$ cat src/hdl/coa_pkg.sv
package coa_pkg;

  // ****************************************************************
  // addressing modes
  // ****************************************************************
  typedef enum logic [2:0] {
    COA_SRC_IMM     = 3'h0,
    COA_SRC_DIR     = 3'h1,
    COA_SRC_IDX     = 3'h2,
    COA_DST_DIR     = 3'h3,
    COA_DST_IDX     = 3'h4,
    COA_DST_DIR_IMM = 3'h5,
    COA_DST_IDX_IMM = 3'h6
  } coa_mode_type;

  typedef enum logic [1:0] {
    COA_REG_ACC   = 2'h0,
    COA_REG_INDEX = 2'h1,
    COA_REG_FLAGS = 2'h2,
    COA_REG_STACK = 2'h3
  } coa_reg_type;

  typedef enum logic [2:0] {
    COA_OP_COPY = 3'h0,
    COA_OP_ADD  = 3'h1,
    COA_OP_AND  = 3'h2,
    COA_OP_OR   = 3'h3,
    COA_OP_XOR  = 3'h4
  } coa_op_type;

  // decoded instruction from the fetch path
  typedef struct packed {
    coa_mode_type mode;
    coa_op_type   op;
    coa_reg_type  core_reg;
    logic         reg_space;
    logic [7:0]   operand1;
    logic [7:0]   operand2;
  } coa_instr_type;

  // one access to ram or register space
  typedef struct packed {
    logic       valid;
    logic       write;
    logic       reg_space;
    logic       bank;
    logic [7:0] addr;
    logic [7:0] wdata;
  } coa_mem_req_type;

  // ****************************************************************
  // constants
  // ****************************************************************
  localparam logic [1:0] COA_LEN_TWO      = 2'h2;
  localparam logic [1:0] COA_LEN_THREE    = 2'h3;
  localparam int         COA_BANK_BIT     = 4;
  localparam int         COA_CARRY_BIT    = 2;
  localparam int         COA_ZERO_BIT     = 1;
  localparam logic [7:0] COA_FLAGS_RESET  = 8'h02;
  localparam logic [7:0] COA_FLAGS_WMASK  = 8'h17;
  localparam logic [7:0] COA_BYTE_RESET   = 8'h00;

endpackage

$ cat src/hdl/coa_operand_unit.sv
`timescale 1ns/100ps
module coa_operand_unit
  import coa_pkg::*;
(
  input  wire logic                    core_clk,
  input  wire logic                    sys_rst,
  input  wire logic                    instr_valid,
  output logic                         instr_ready,
  input  wire coa_pkg::coa_instr_type  instr,
  output coa_pkg::coa_mem_req_type     mem_req,
  input  wire logic [7:0]              mem_rdata,
  output logic [1:0]                   instr_length,
  output logic                         instr_done,
  output logic [7:0]                   acc,
  output logic [7:0]                   index_reg,
  output logic [7:0]                   flags,
  output logic [7:0]                   stack_pointer
);
  import coa_pkg::*;

  // ****************************************************************
  // sequencer: address, read the location, then write back
  // ****************************************************************
  typedef enum logic [1:0] {
    COA_IDLE  = 2'b00,
    COA_READ  = 2'b01,
    COA_WRITE = 2'b11
  } coa_state_type;

  coa_state_type state;
  coa_state_type next_state;
  coa_instr_type cur;
  logic [7:0]    rd_data;
  logic [7:0]    eff_addr;
  logic [7:0]    src_val;
  logic [7:0]    second_val;
  logic [7:0]    alu_result;
  logic          alu_carry;
  logic          is_src_mode;
  logic          uses_mem;
  logic          mem_dst;
  logic          wb_now;

  function automatic logic mode_indexed(input coa_mode_type m);
    return (m == COA_SRC_IDX) || (m == COA_DST_IDX) || (m == COA_DST_IDX_IMM);
  endfunction

  function automatic logic mode_src(input coa_mode_type m);
    return (m == COA_SRC_IMM) || (m == COA_SRC_DIR) || (m == COA_SRC_IDX);
  endfunction

  function automatic logic [7:0] reg_value(input coa_reg_type r, input logic [7:0] a,
                                           input logic [7:0] x, input logic [7:0] f,
                                           input logic [7:0] s);
    logic [7:0] v;
    v = a;
    unique case (r)
      COA_REG_ACC:   v = a;
      COA_REG_INDEX: v = x;
      COA_REG_FLAGS: v = f;
      COA_REG_STACK: v = s;
    endcase
    return v;
  endfunction

  assign instr_ready = (state == COA_IDLE);
  assign is_src_mode = mode_src(cur.mode);
  assign uses_mem    = (cur.mode != COA_SRC_IMM);
  assign mem_dst     = !is_src_mode;

  // truncated sum wraps inside the 256-location space
  assign eff_addr = mode_indexed(cur.mode) ?
                    8'(cur.operand1 + index_reg) : cur.operand1;

  always_comb begin
    src_val    = cur.operand1;
    second_val = reg_value(cur.core_reg, acc, index_reg, flags, stack_pointer);
    unique case (cur.mode)
      COA_SRC_IMM: src_val = cur.operand1;
      COA_SRC_DIR, COA_SRC_IDX: src_val = rd_data;
      COA_DST_DIR: begin
        src_val    = reg_value(cur.core_reg, acc, index_reg, flags, stack_pointer);
        second_val = rd_data;
      end
      COA_DST_IDX: begin
        src_val    = acc;
        second_val = rd_data;
      end
      COA_DST_DIR_IMM, COA_DST_IDX_IMM: begin
        src_val    = cur.operand2;
        second_val = rd_data;
      end
      default: src_val = cur.operand1;
    endcase
  end

  coa_alu u_alu (
    .op     (cur.op),
    .src    (src_val),
    .second (second_val),
    .result (alu_result),
    .carry  (alu_carry)
  );

  // ****************************************************************
  // state
  // ****************************************************************
  always_comb begin
    next_state = state;
    unique case (state)
      COA_IDLE:  if (instr_valid) next_state = COA_READ;
      COA_READ:  next_state = COA_WRITE;
      COA_WRITE: next_state = COA_IDLE;
      default:   next_state = COA_IDLE;
    endcase
  end

  always_ff @(posedge core_clk) begin
    if (sys_rst) begin
      state <= COA_IDLE;
    end else begin
      state <= next_state;
    end
  end

  always_ff @(posedge core_clk) begin
    if (sys_rst) begin
      cur <= '0;
    end else if (instr_valid && instr_ready) begin
      cur <= instr;
    end
  end

  always_ff @(posedge core_clk) begin
    if (sys_rst) begin
      rd_data <= COA_BYTE_RESET;
    end else if (state == COA_READ) begin
      rd_data <= mem_rdata;
    end
  end

  assign wb_now = (state == COA_WRITE);

  // ****************************************************************
  // memory request: read in the read state, write only for destinations
  // ****************************************************************
  always_ff @(posedge core_clk) begin
    if (sys_rst) begin
      mem_req <= '0;
    end else begin
      // the write leaves at the end of the write state, once the read byte is latched
      mem_req.valid     <= (next_state == COA_READ && instr_valid && state == COA_IDLE &&
                            instr.mode != COA_SRC_IMM) ||
                           (wb_now && mem_dst);
      mem_req.write     <= wb_now && mem_dst;
      mem_req.reg_space <= (state == COA_IDLE) ? instr.reg_space : cur.reg_space;
      mem_req.bank      <= flags[COA_BANK_BIT];
      mem_req.addr      <= (state == COA_IDLE) ?
                           (mode_indexed(instr.mode) ? 8'(instr.operand1 + index_reg)
                                                     : instr.operand1)
                           : eff_addr;
      mem_req.wdata     <= alu_result;
    end
  end

  always_ff @(posedge core_clk) begin
    if (sys_rst) begin
      instr_length <= COA_LEN_TWO;
      instr_done   <= 1'b0;
    end else begin
      instr_done <= wb_now;
      if (wb_now) begin
        instr_length <= (cur.mode == COA_DST_DIR_IMM || cur.mode == COA_DST_IDX_IMM) ?
                        COA_LEN_THREE : COA_LEN_TWO;
      end
    end
  end

  // ****************************************************************
  // core registers, written only by source modes, except the zero and carry flags, which destination modes also update
  // ****************************************************************
  always_ff @(posedge core_clk) begin
    if (sys_rst) begin
      acc <= COA_BYTE_RESET;
    end else if (wb_now && is_src_mode && cur.core_reg == COA_REG_ACC) begin
      acc <= alu_result;
    end
  end

  always_ff @(posedge core_clk) begin
    if (sys_rst) begin
      index_reg <= COA_BYTE_RESET;
    end else if (wb_now && is_src_mode && cur.core_reg == COA_REG_INDEX) begin
      index_reg <= alu_result;
    end
  end

  always_ff @(posedge core_clk) begin
    if (sys_rst) begin
      stack_pointer <= COA_BYTE_RESET;
    end else if (wb_now && cur.mode == COA_SRC_IMM && cur.core_reg == COA_REG_STACK) begin
      stack_pointer <= alu_result;
    end
  end

  // flags: only immediate-mode ops (any op) target it; bit 3 and reserved bits stay
  always_ff @(posedge core_clk) begin
    if (sys_rst) begin
      flags <= COA_FLAGS_RESET;
    end else if (wb_now && cur.mode == COA_SRC_IMM && cur.core_reg == COA_REG_FLAGS) begin
      flags <= (flags & ~COA_FLAGS_WMASK) | (alu_result & COA_FLAGS_WMASK);
    end else if (wb_now && cur.op != COA_OP_COPY) begin
      flags[COA_ZERO_BIT] <= (alu_result == 8'h00);
      if (cur.op == COA_OP_ADD) begin
        flags[COA_CARRY_BIT] <= alu_carry;
      end
    end
  end

  // ****************************************************************
  // checks
  // ****************************************************************
  a_acc_kept_dst: assert property (@(posedge core_clk) disable iff (sys_rst)
    (wb_now && mem_dst) |=> $stable(acc))
    else $error("accumulator changed by memory destination");

  a_src_no_write: assert property (@(posedge core_clk) disable iff (sys_rst)
    (wb_now && is_src_mode) |=> !mem_req.write)
    else $error("source mode wrote memory");

  a_read_issued: assert property (@(posedge core_clk) disable iff (sys_rst)
    (state == COA_READ) |-> (mem_req.valid == uses_mem && !mem_req.write))
    else $error("location read missing in read state");

  a_dst_writes: assert property (@(posedge core_clk) disable iff (sys_rst)
    (wb_now && mem_dst) |=>
      (mem_req.write && mem_req.valid && mem_req.addr == $past(eff_addr)))
    else $error("destination not written at its address");

  a_dst_add: assert property (@(posedge core_clk) disable iff (sys_rst)
    (wb_now && cur.mode == COA_DST_DIR && cur.op == COA_OP_ADD &&
     cur.core_reg == COA_REG_ACC) |=> mem_req.wdata == 8'($past(acc) + $past(rd_data)))
    else $error("direct destination sum wrong");

  a_dst_imm_copy: assert property (@(posedge core_clk) disable iff (sys_rst)
    (wb_now && cur.op == COA_OP_COPY &&
     (cur.mode == COA_DST_DIR_IMM || cur.mode == COA_DST_IDX_IMM)) |=>
      mem_req.wdata == $past(cur.operand2))
    else $error("immediate not written to destination");

  a_idx_wrap: assert property (@(posedge core_clk) disable iff (sys_rst)
    (state == COA_READ && mode_indexed(cur.mode)) |->
      mem_req.addr == 8'(cur.operand1 + index_reg))
    else $error("indexed address wrong");

  a_len_three: assert property (@(posedge core_clk) disable iff (sys_rst)
    (wb_now && (cur.mode == COA_DST_DIR_IMM || cur.mode == COA_DST_IDX_IMM))
      |=> instr_length == COA_LEN_THREE)
    else $error("three byte length missing");

  a_len_two: assert property (@(posedge core_clk) disable iff (sys_rst)
    (wb_now && !(cur.mode == COA_DST_DIR_IMM || cur.mode == COA_DST_IDX_IMM))
      |=> instr_length == COA_LEN_TWO)
    else $error("two byte length missing");

  a_done_pulse: assert property (@(posedge core_clk) disable iff (sys_rst)
    instr_done |=> !instr_done)
    else $error("done longer than one cycle");

  a_sp_imm_only: assert property (@(posedge core_clk) disable iff (sys_rst)
    (wb_now && cur.mode != COA_SRC_IMM) |=> $stable(stack_pointer))
    else $error("stack pointer written outside immediate mode");

  a_bank_steer: assert property (@(posedge core_clk) disable iff (sys_rst)
    mem_req.valid |-> mem_req.bank == $past(flags[COA_BANK_BIT]))
    else $error("bank does not follow flags");

  a_flags_and: assert property (@(posedge core_clk) disable iff (sys_rst)
    (wb_now && cur.mode == COA_SRC_IMM && cur.core_reg == COA_REG_FLAGS &&
     cur.op == COA_OP_AND) |=>
      flags[COA_BANK_BIT] == ($past(flags[COA_BANK_BIT]) & $past(cur.operand1[COA_BANK_BIT])))
    else $error("flags and wrong");

  a_index_load: assert property (@(posedge core_clk) disable iff (sys_rst)
    (wb_now && cur.mode == COA_SRC_DIR && cur.op == COA_OP_COPY &&
     cur.core_reg == COA_REG_INDEX) |=> index_reg == $past(rd_data))
    else $error("direct load to index failed");

endmodule

$ cat src/hdl/coa_alu.sv
`timescale 1ns/100ps
module coa_alu
  import coa_pkg::*;
(
  input  coa_pkg::coa_op_type op,
  input  logic [7:0]          src,
  input  logic [7:0]          second,
  output logic [7:0]          result,
  output logic                carry
);

  logic [8:0] sum;

  always_comb begin
    sum    = {1'b0, src} + {1'b0, second};
    carry  = 1'b0;
    result = src;
    unique case (op)
      COA_OP_COPY: result = src;
      COA_OP_ADD: begin
        result = sum[7:0];
        carry  = sum[8];
      end
      COA_OP_AND: result = src & second;
      COA_OP_OR:  result = src | second;
      COA_OP_XOR: result = src ^ second;
      default:    result = src;
    endcase
  end

endmodule

$ cat config.mk
export PLATFORM = sky130hd
export DESIGN_NAME = coa_operand_unit
export DESIGN_NICKNAME = d
export VERILOG_FILES = /design/src/hdl/coa_pkg.sv /design/src/hdl/coa_operand_unit.sv /design/src/hdl/coa_alu.sv
export SDC_FILE = /design/constraint.sdc
export NUM_CORES = 1
export LEC_CHECK = 0
export BUFFER_PORTS_ARGS = -buffer_cell sky130_fd_sc_hd__clkbuf_2
export CORE_ASPECT_RATIO = 1.5
export CORE_MARGIN = 1.5
export CORE_UTILIZATION = 59
export CTS_CLUSTER_DIAMETER = 100
export CTS_CLUSTER_SIZE = 25
export DETAILED_ROUTE_END_ITERATION = 10
export GPL_TIMING_DRIVEN = 0
export PLACE_DENSITY = 0.9
export REMOVE_ABC_BUFFERS = 1
export SLEW_MARGIN = 20
export SYNTH_ARGS = -nofsm -noshare
export SYNTH_HDL_FRONTEND = slang
export SYNTH_SLANG_ARGS = --single-unit
$ cat constraint.sdc
create_clock -name core_clk -period 7.7 [get_ports core_clk]
set_input_delay 1.54 -clock core_clk [delete_from_list [all_inputs] [get_ports core_clk]]
set_output_delay 1.54 -clock core_clk [all_outputs]
set_load 0.005 [all_outputs]
; ---- Yosys cells after proc, flatten, opt, wreduce, memory -nomap -nowiden
; Cells that the tools add are included.
; W data, S select, Z words.
[totals]
output_inout_bits = 56
inputBits = 36
wordCells = 95
register_bits = 90
[op_classes]
eq_ne = 19
n_mux = 14
n_addsub = 3
n_reduce_logical = 33
bitwise_logic = 4
[ops]
columns = op, n
row1 = $pmux W8 S4, 3
row2 = $mux W8, 4
row3 = $eq A3 B3 Y1 const B, 6
row4 = $add A8 B8 Y8, 2
row5 = $eq A3 B2 Y1 const B, 5
row6 = $logic_and A1 B1 Y1, 12
row7 = $add A8 B8 Y9, 1
row8 = $and A8 B8 Y8, 1
row9 = $logic_not A8 Y1, 1
row10 = $logic_or A1 B1 Y1, 8
row11 = $or A8 B5 Y8, 1
row12 = $or A8 B8 Y8, 1
row13 = $xor A8 B8 Y8, 1
row14 = $eq A2 B1 Y1 const B, 3
row15 = $eq A2 B2 Y1 const B, 3
row16 = $eq A3 B1 Y1 const B, 2
row17 = $mux W2, 3
row18 = $reduce_bool A3 Y1, 2
row19 = $logic_not A2 Y1, 2
row20 = $pmux W2 S2, 1
row21 = $reduce_bool A2 Y1, 2
row22 = $reduce_or A2 Y1, 2
row23 = $reduce_or A4 Y1, 1
row24 = $logic_not A3 Y1, 1
row25 = 3 further kinds, 5

; ---- Logic depth before layout (Yosys ltp)
[depth]
depth_word = 8
ltp_mapped = 17
depth_no_buf = 15

; ---- Hierarchy
; Synthesis repeated with hierarchy kept, for this count alone.
[hier_totals]
cells_unflattened = 705
hier_area_um2 = 5703.0
[by_module_without_submodules]
columns = module, seq_area_each_um2, cells_each, area_each_um2, instances
row1 = coa_operand_unit, 1701.6, 576, 4710.8, 1
row2 = coa_alu, 0.0, 129, 992.2, 1

; ---- Worst setup path before layout
; OpenSTA, ideal clock, no wires.
[synth_path]
path_kind = register -> register
start = register cur[24] (netlist name)
end = register flags[1]
setup_time_ps = 59
path_buffers = 3
stages_incl_launch_ff = 15
t_arrival_ps = 3861
required_time_ps = 7641
slack_ps = 3780
synth_period_minus_slack_ps = 3920
path_cell_list = dfxtp_1 buf_6 clkbuf_1 clkbuf_1 xnor2_1 mux2_2 ha_1 fa_1 a21o_1 a211oi_1 o311ai_0 o211a_1 or3_1 nor4b_2 a31o_1
[synth_via]
elab_chain_cells = 8
word_cells_on_any_way = 24
classes_between = add/sub: 1 / eq/ne: 6 / mux: 5 / bitwise: 4 / reduce/logical: 8
[synth_lines]
columns = item, line_no
row1 = "start, declared", coa_operand_unit.sv:32  ; coa_instr_type cur;
row2 = "start signal, assigned", coa_operand_unit.sv:130  ; cur <= instr;
row3 = "$eq A3 B3 Y1, or another cell as far along", coa_operand_unit.sv:78  ; unique case (cur.mode)
row4 = "$reduce_or A2 Y1, or another cell as far along", -
row5 = $pmux W8 S4 or $mux W8 (tied branches), coa_operand_unit.sv:78
row6 = "$add A8 B8 Y9, or another cell as far along", coa_alu.sv:15  ; sum = {1'b0, src} + {1'b0, second};
row7 = $pmux W8 S4, coa_alu.sv:18  ; unique case (op)
row8 = $logic_not A8 Y1, coa_operand_unit.sv:213  ; flags[COA_ZERO_BIT] <= (alu_result == 8'h00);
row9 = $mux W2, coa_operand_unit.sv:212  ; end else if (wb_now && cur.op != COA_OP_COPY) begin
row10 = $mux W2, coa_operand_unit.sv:210  ; end else if (wb_now && cur.mode == COA_SRC_IMM && cur.core_reg == COA_REG_FLAGS) begin
row11 = "end signal, assigned", coa_operand_unit.sv:211  ; flags <= (flags & ~COA_FLAGS_WMASK) | (alu_result & COA_FLAGS_WMASK);
row12 = "end signal, assigned by index", coa_operand_unit.sv:213
row13 = "end signal, assigned by index", coa_operand_unit.sv:215  ; flags[COA_CARRY_BIT] <= alu_carry;
row14 = "end, declared", coa_operand_unit.sv:16  ; output logic [7:0] flags,
; Several ways; a longest one is shown, not always the timed one. The select of a mux whose other input is x is not followed.
; A chain may end at the register's enable or synchronous reset.

; ---- Worst setup path after layout
; Same ends and word-level chain as after synthesis.

==> results.json <==
{
  "largest_reg_flops": 25,
  "n_antenna_cell": 0,
  "cts_inserted_buffers": 9,
  "combPwrFrac_pct": 19.4,
  "grt_pass1_vias": 5133,
  "vias": 5277,
  "areaGrowthSynthToFinish_pct": 14.2,
  "gr-total-overflow": 0,
  "first_pass_iters": 11,
  "synth_top_area_cell": "dfxtp_1",
  "crit_start": "cur[24]$_SDFFE_PP0P_",
  "status": "finished, violations left",
  "n_fill_cell": 648,
  "final_core_util_pct": 69.3,
  "clock_path_buffers": 2,
  "syn_area_sq_um": 5320,
  "postRouteAntennaNets": 0,
  "ys.flop_type": "dfxtp_1",
  "die_x_um": 80.6,
  "routabilityCongestion": 0.962,
  "largest-register": "cur",
  "synth.top_cell.area_share_pct": 32.0,
  "synthArstFlopShare_pct": 0,
  "placementRows": 42,
  "clkSlewWorstSetupHoldPaths_ps": 60,
  "end_kind": "register",
  "final-setup-viol-count": 0,
  "die_area_sq_um": 9610,
  "tightest_slew_ps": 1070,
  "layout_commonest_cell": "nand2_1",
  "initial_utilization_pct": 60.7,
  "start_kind": "register",
  "drt_iter0_drc": 564,
  "failed_checks": "design-rule violations",
  "pin_count": 92,
  "fin_area_sq_um": 6080,
  "core_sq_um": 8780,
  "netSwitchingFraction_pct": 28.9,
  "dieHeight_um": 119,
  "crit_arrival_ps": 4720,
  "peakVddDrop_uv": 154,
  "drc_errors": 1,
  "r2r-start": "cur[24]$_SDFFE_PP0P_",
  "antenna_found_initial": 0,
  "grt_util_all_layers_pct": 32.9,
  "hp-start": "cur[1]$_SDFFE_PP0P_",
  "setup_slack_ps": 3220,
  "drive_gt1_share_pct": 18.1,
  "cts_sinks": 85,
  "port_buffers": 86,
  "rsz0062_at_grt": "no",
  "max_freq_ghz": 0.223,
  "p_per_area_nw_per_um2": 201,
  "worstPathMaxFanout": 27,
  "cts_resized": 0,
  "cellLeakagePower_uw": 0.00256,
  "grt_pass1_wl_um": 24300,
  "syn_inst": 659,
  "seqPwrFrac_pct": 40.2,
  "synthTopCellsByArea": "dfxtp_1 (32%), ha_1 (7.1%), nand2_1 (6.8%)",
  "critical_path_class": "register to register",
  "relSlewSlack_pct": 28.4,
  "yosys_warnings": 0,
  "synth_cell_types": 75,
  "clkPwrFrac_pct": 40.4,
  "tns_ps": 0,
  "most-common-layout-cells": "nand2_1 (96), dfxtp_1 (85), clkbuf_2 (85)",
  "postCtsSetupRepairBufs": 0,
  "drt_wl_total_um": 15200,
  "ys_ff_latch": 85,
  "reg_top3": "cur: 25 flops, mem_req: 20 flops",
  "syn_avg_cell_area_sq_um": 8.08,
  "grt_max_degree": 74,
  "wl_per_cell_um": 18.2,
  "cts_hold_buf": 0,
  "internal_power_uw": 871,
  "clk_latency_ps": 350,
  "synth-edff-count": 0,
  "pre_cts_ws_ps": 3340,
  "cts-root-buf": "clkbuf_16",
  "worstPathRequired_ps": 7940,
  "cts_tree": "done",
  "clock_skew_ps": 7.14,
  "slew_violations": 0,
  "power.total_uw": 1220,
  "placed_area_sq_um": 5740,
  "holdCritPathClass": "register to register",
  "hpwl_um": 11200,
  "finalCriticalPeriod_ps": 4480,
  "h-tree-depth": 3,
  "fin_crit_sh_pct": 58.2,
  "fin_nets": 786,
  "maxCapViolations": 0,
  "p_switching_uw": 354,
  "finalHoldViolations": 0,
  "via_per_inst": 6.34,
  "ys_seq_area_share_pct": 32.0
}
==> stage by stage <==
| step | cells | hold slack [ps] |
|---|---|---|
| final | 832 | 465 |
| after detailed placement | 816 | 455 |
| after CTS | 832 | 463 |
| after floorplan | 618 | 430 |
| after global placement | 814 | 443 |
| after global routing | 832 | 486 |
==> cells in the mapped netlist, types with 2 or more instances <==
library cell,number
nand2_1,96
dfxtp_1,85
a21oi_1,64
nor2_1,46
inv_1,34
ha_1,30
mux2i_1,26
o21ai_0,26
clkbuf_1,25
a211oi_1,19
nor2b_1,17
nor3_1,14
a21o_1,11
nand3_1,11
xnor2_1,9
buf_2,8
mux2_2,8
o21a_1,8
nor4_1,6
o211ai_1,6
a221oi_1,5
and2_1,5
buf_4,5
o221ai_1,5
a21boi_0,4
a31oi_1,4
buf_1,4
mux4_2,4
nand2b_1,4
nor3b_1,4
or3_1,4
fa_1,3
nand3b_1,3
o21bai_1,3
xor2_1,3
a211o_1,2
a32oi_1,2
and3_1,2
buf_6,2
conb_1,2
mux2_1,2
nor4b_1,2
o311ai_0,2
o31a_1,2
or2_2,2
==> cell families (layout without fill, tap and decap cells) <==
logic type               Yosys count  in the layout  share of synthesized area (%)
adder cells (fa/ha/maj)           33             33                           8.18
flip-flops                        85             85                           32.0
XOR/XNOR                          12             12                           1.97
other                              2              5                          0.141
buffers and inverters             80            140                           6.46
AO/OA/AOI/OAI                    182            182                           22.7
multiplexers                      40             40                           8.70
AND/OR/NAND/NOR                  225            225                           19.8
==> path summary, 6_finish.rpt <==
path | endpoint | slack (ps) | depth (start not counted)
worst max-delay path | flags[1]$_SDFFE_PP1P_ | 3220 | 11
worst min-delay path | cur[1]$_SDFFE_PP0P_ | 460 | 2
worst max register to register | flags[1]$_SDFFE_PP1P_ | 3220 | 11
worst min register to register | cur[1]$_SDFFE_PP0P_ | 460 | 2
==> metal layers <==
| metal | share of wire [%] | wire length, um | vias up | track usage [%] |
|---|---|---|---|---|
| li1 | - | - | 2437 | - |
| met1 | 36 | 5500 | 2505 | 35.0 |
| met2 | 52 | 7810 | 252 | 56.3 |
| met3 | 5.6 | 851 | 83 | 5.98 |
| met4 | 6.5 | 992 | 0 | 24.5 |
| met5 | 0 | 0 | - | 0 |
==> worst max-delay path, stage by stage (launching register included) <==
cell and delay [ps]:
dfxtp_1 1000, or3_1 290, nand2_1 240, a32oi_1 530, ha_1 350, a211o_1 300, a31oi_1 310, mux2_2 380
a2bb2oi_1 470, or3_1 220, nor4b_2 50, a31o_1 220
==> cell type report <==
cell class | count | area (sq um) | area share, %
clock buffers | 12 | 267 | 4.38
repair buffers | 88 | 468 | 7.70
clock inverters | 4 | 77.6 | 1.28
flip-flops and latches | 85 | 1700 | 28.0
multi-input cells | 497 | 3290 | 54.2
inverters | 36 | 135 | 2.22
well taps | 110 | 138 | 2.26
==> power by group through the flow <==
| stage | sequential (uW) | combinational, uW | clock [uW] |
|---|---|---|---|
| floorplan | 493 | 153 | 0 |
| global route | 495 | 263 | 511 |
| global placement | 499 | 221 | 0 |
| CTS | 491 | 234 | 496 |
| detailed placement | 500 | 232 | 0 |
| finish | 492 | 238 | 494 |
Power figures use the tool's default switching activity.
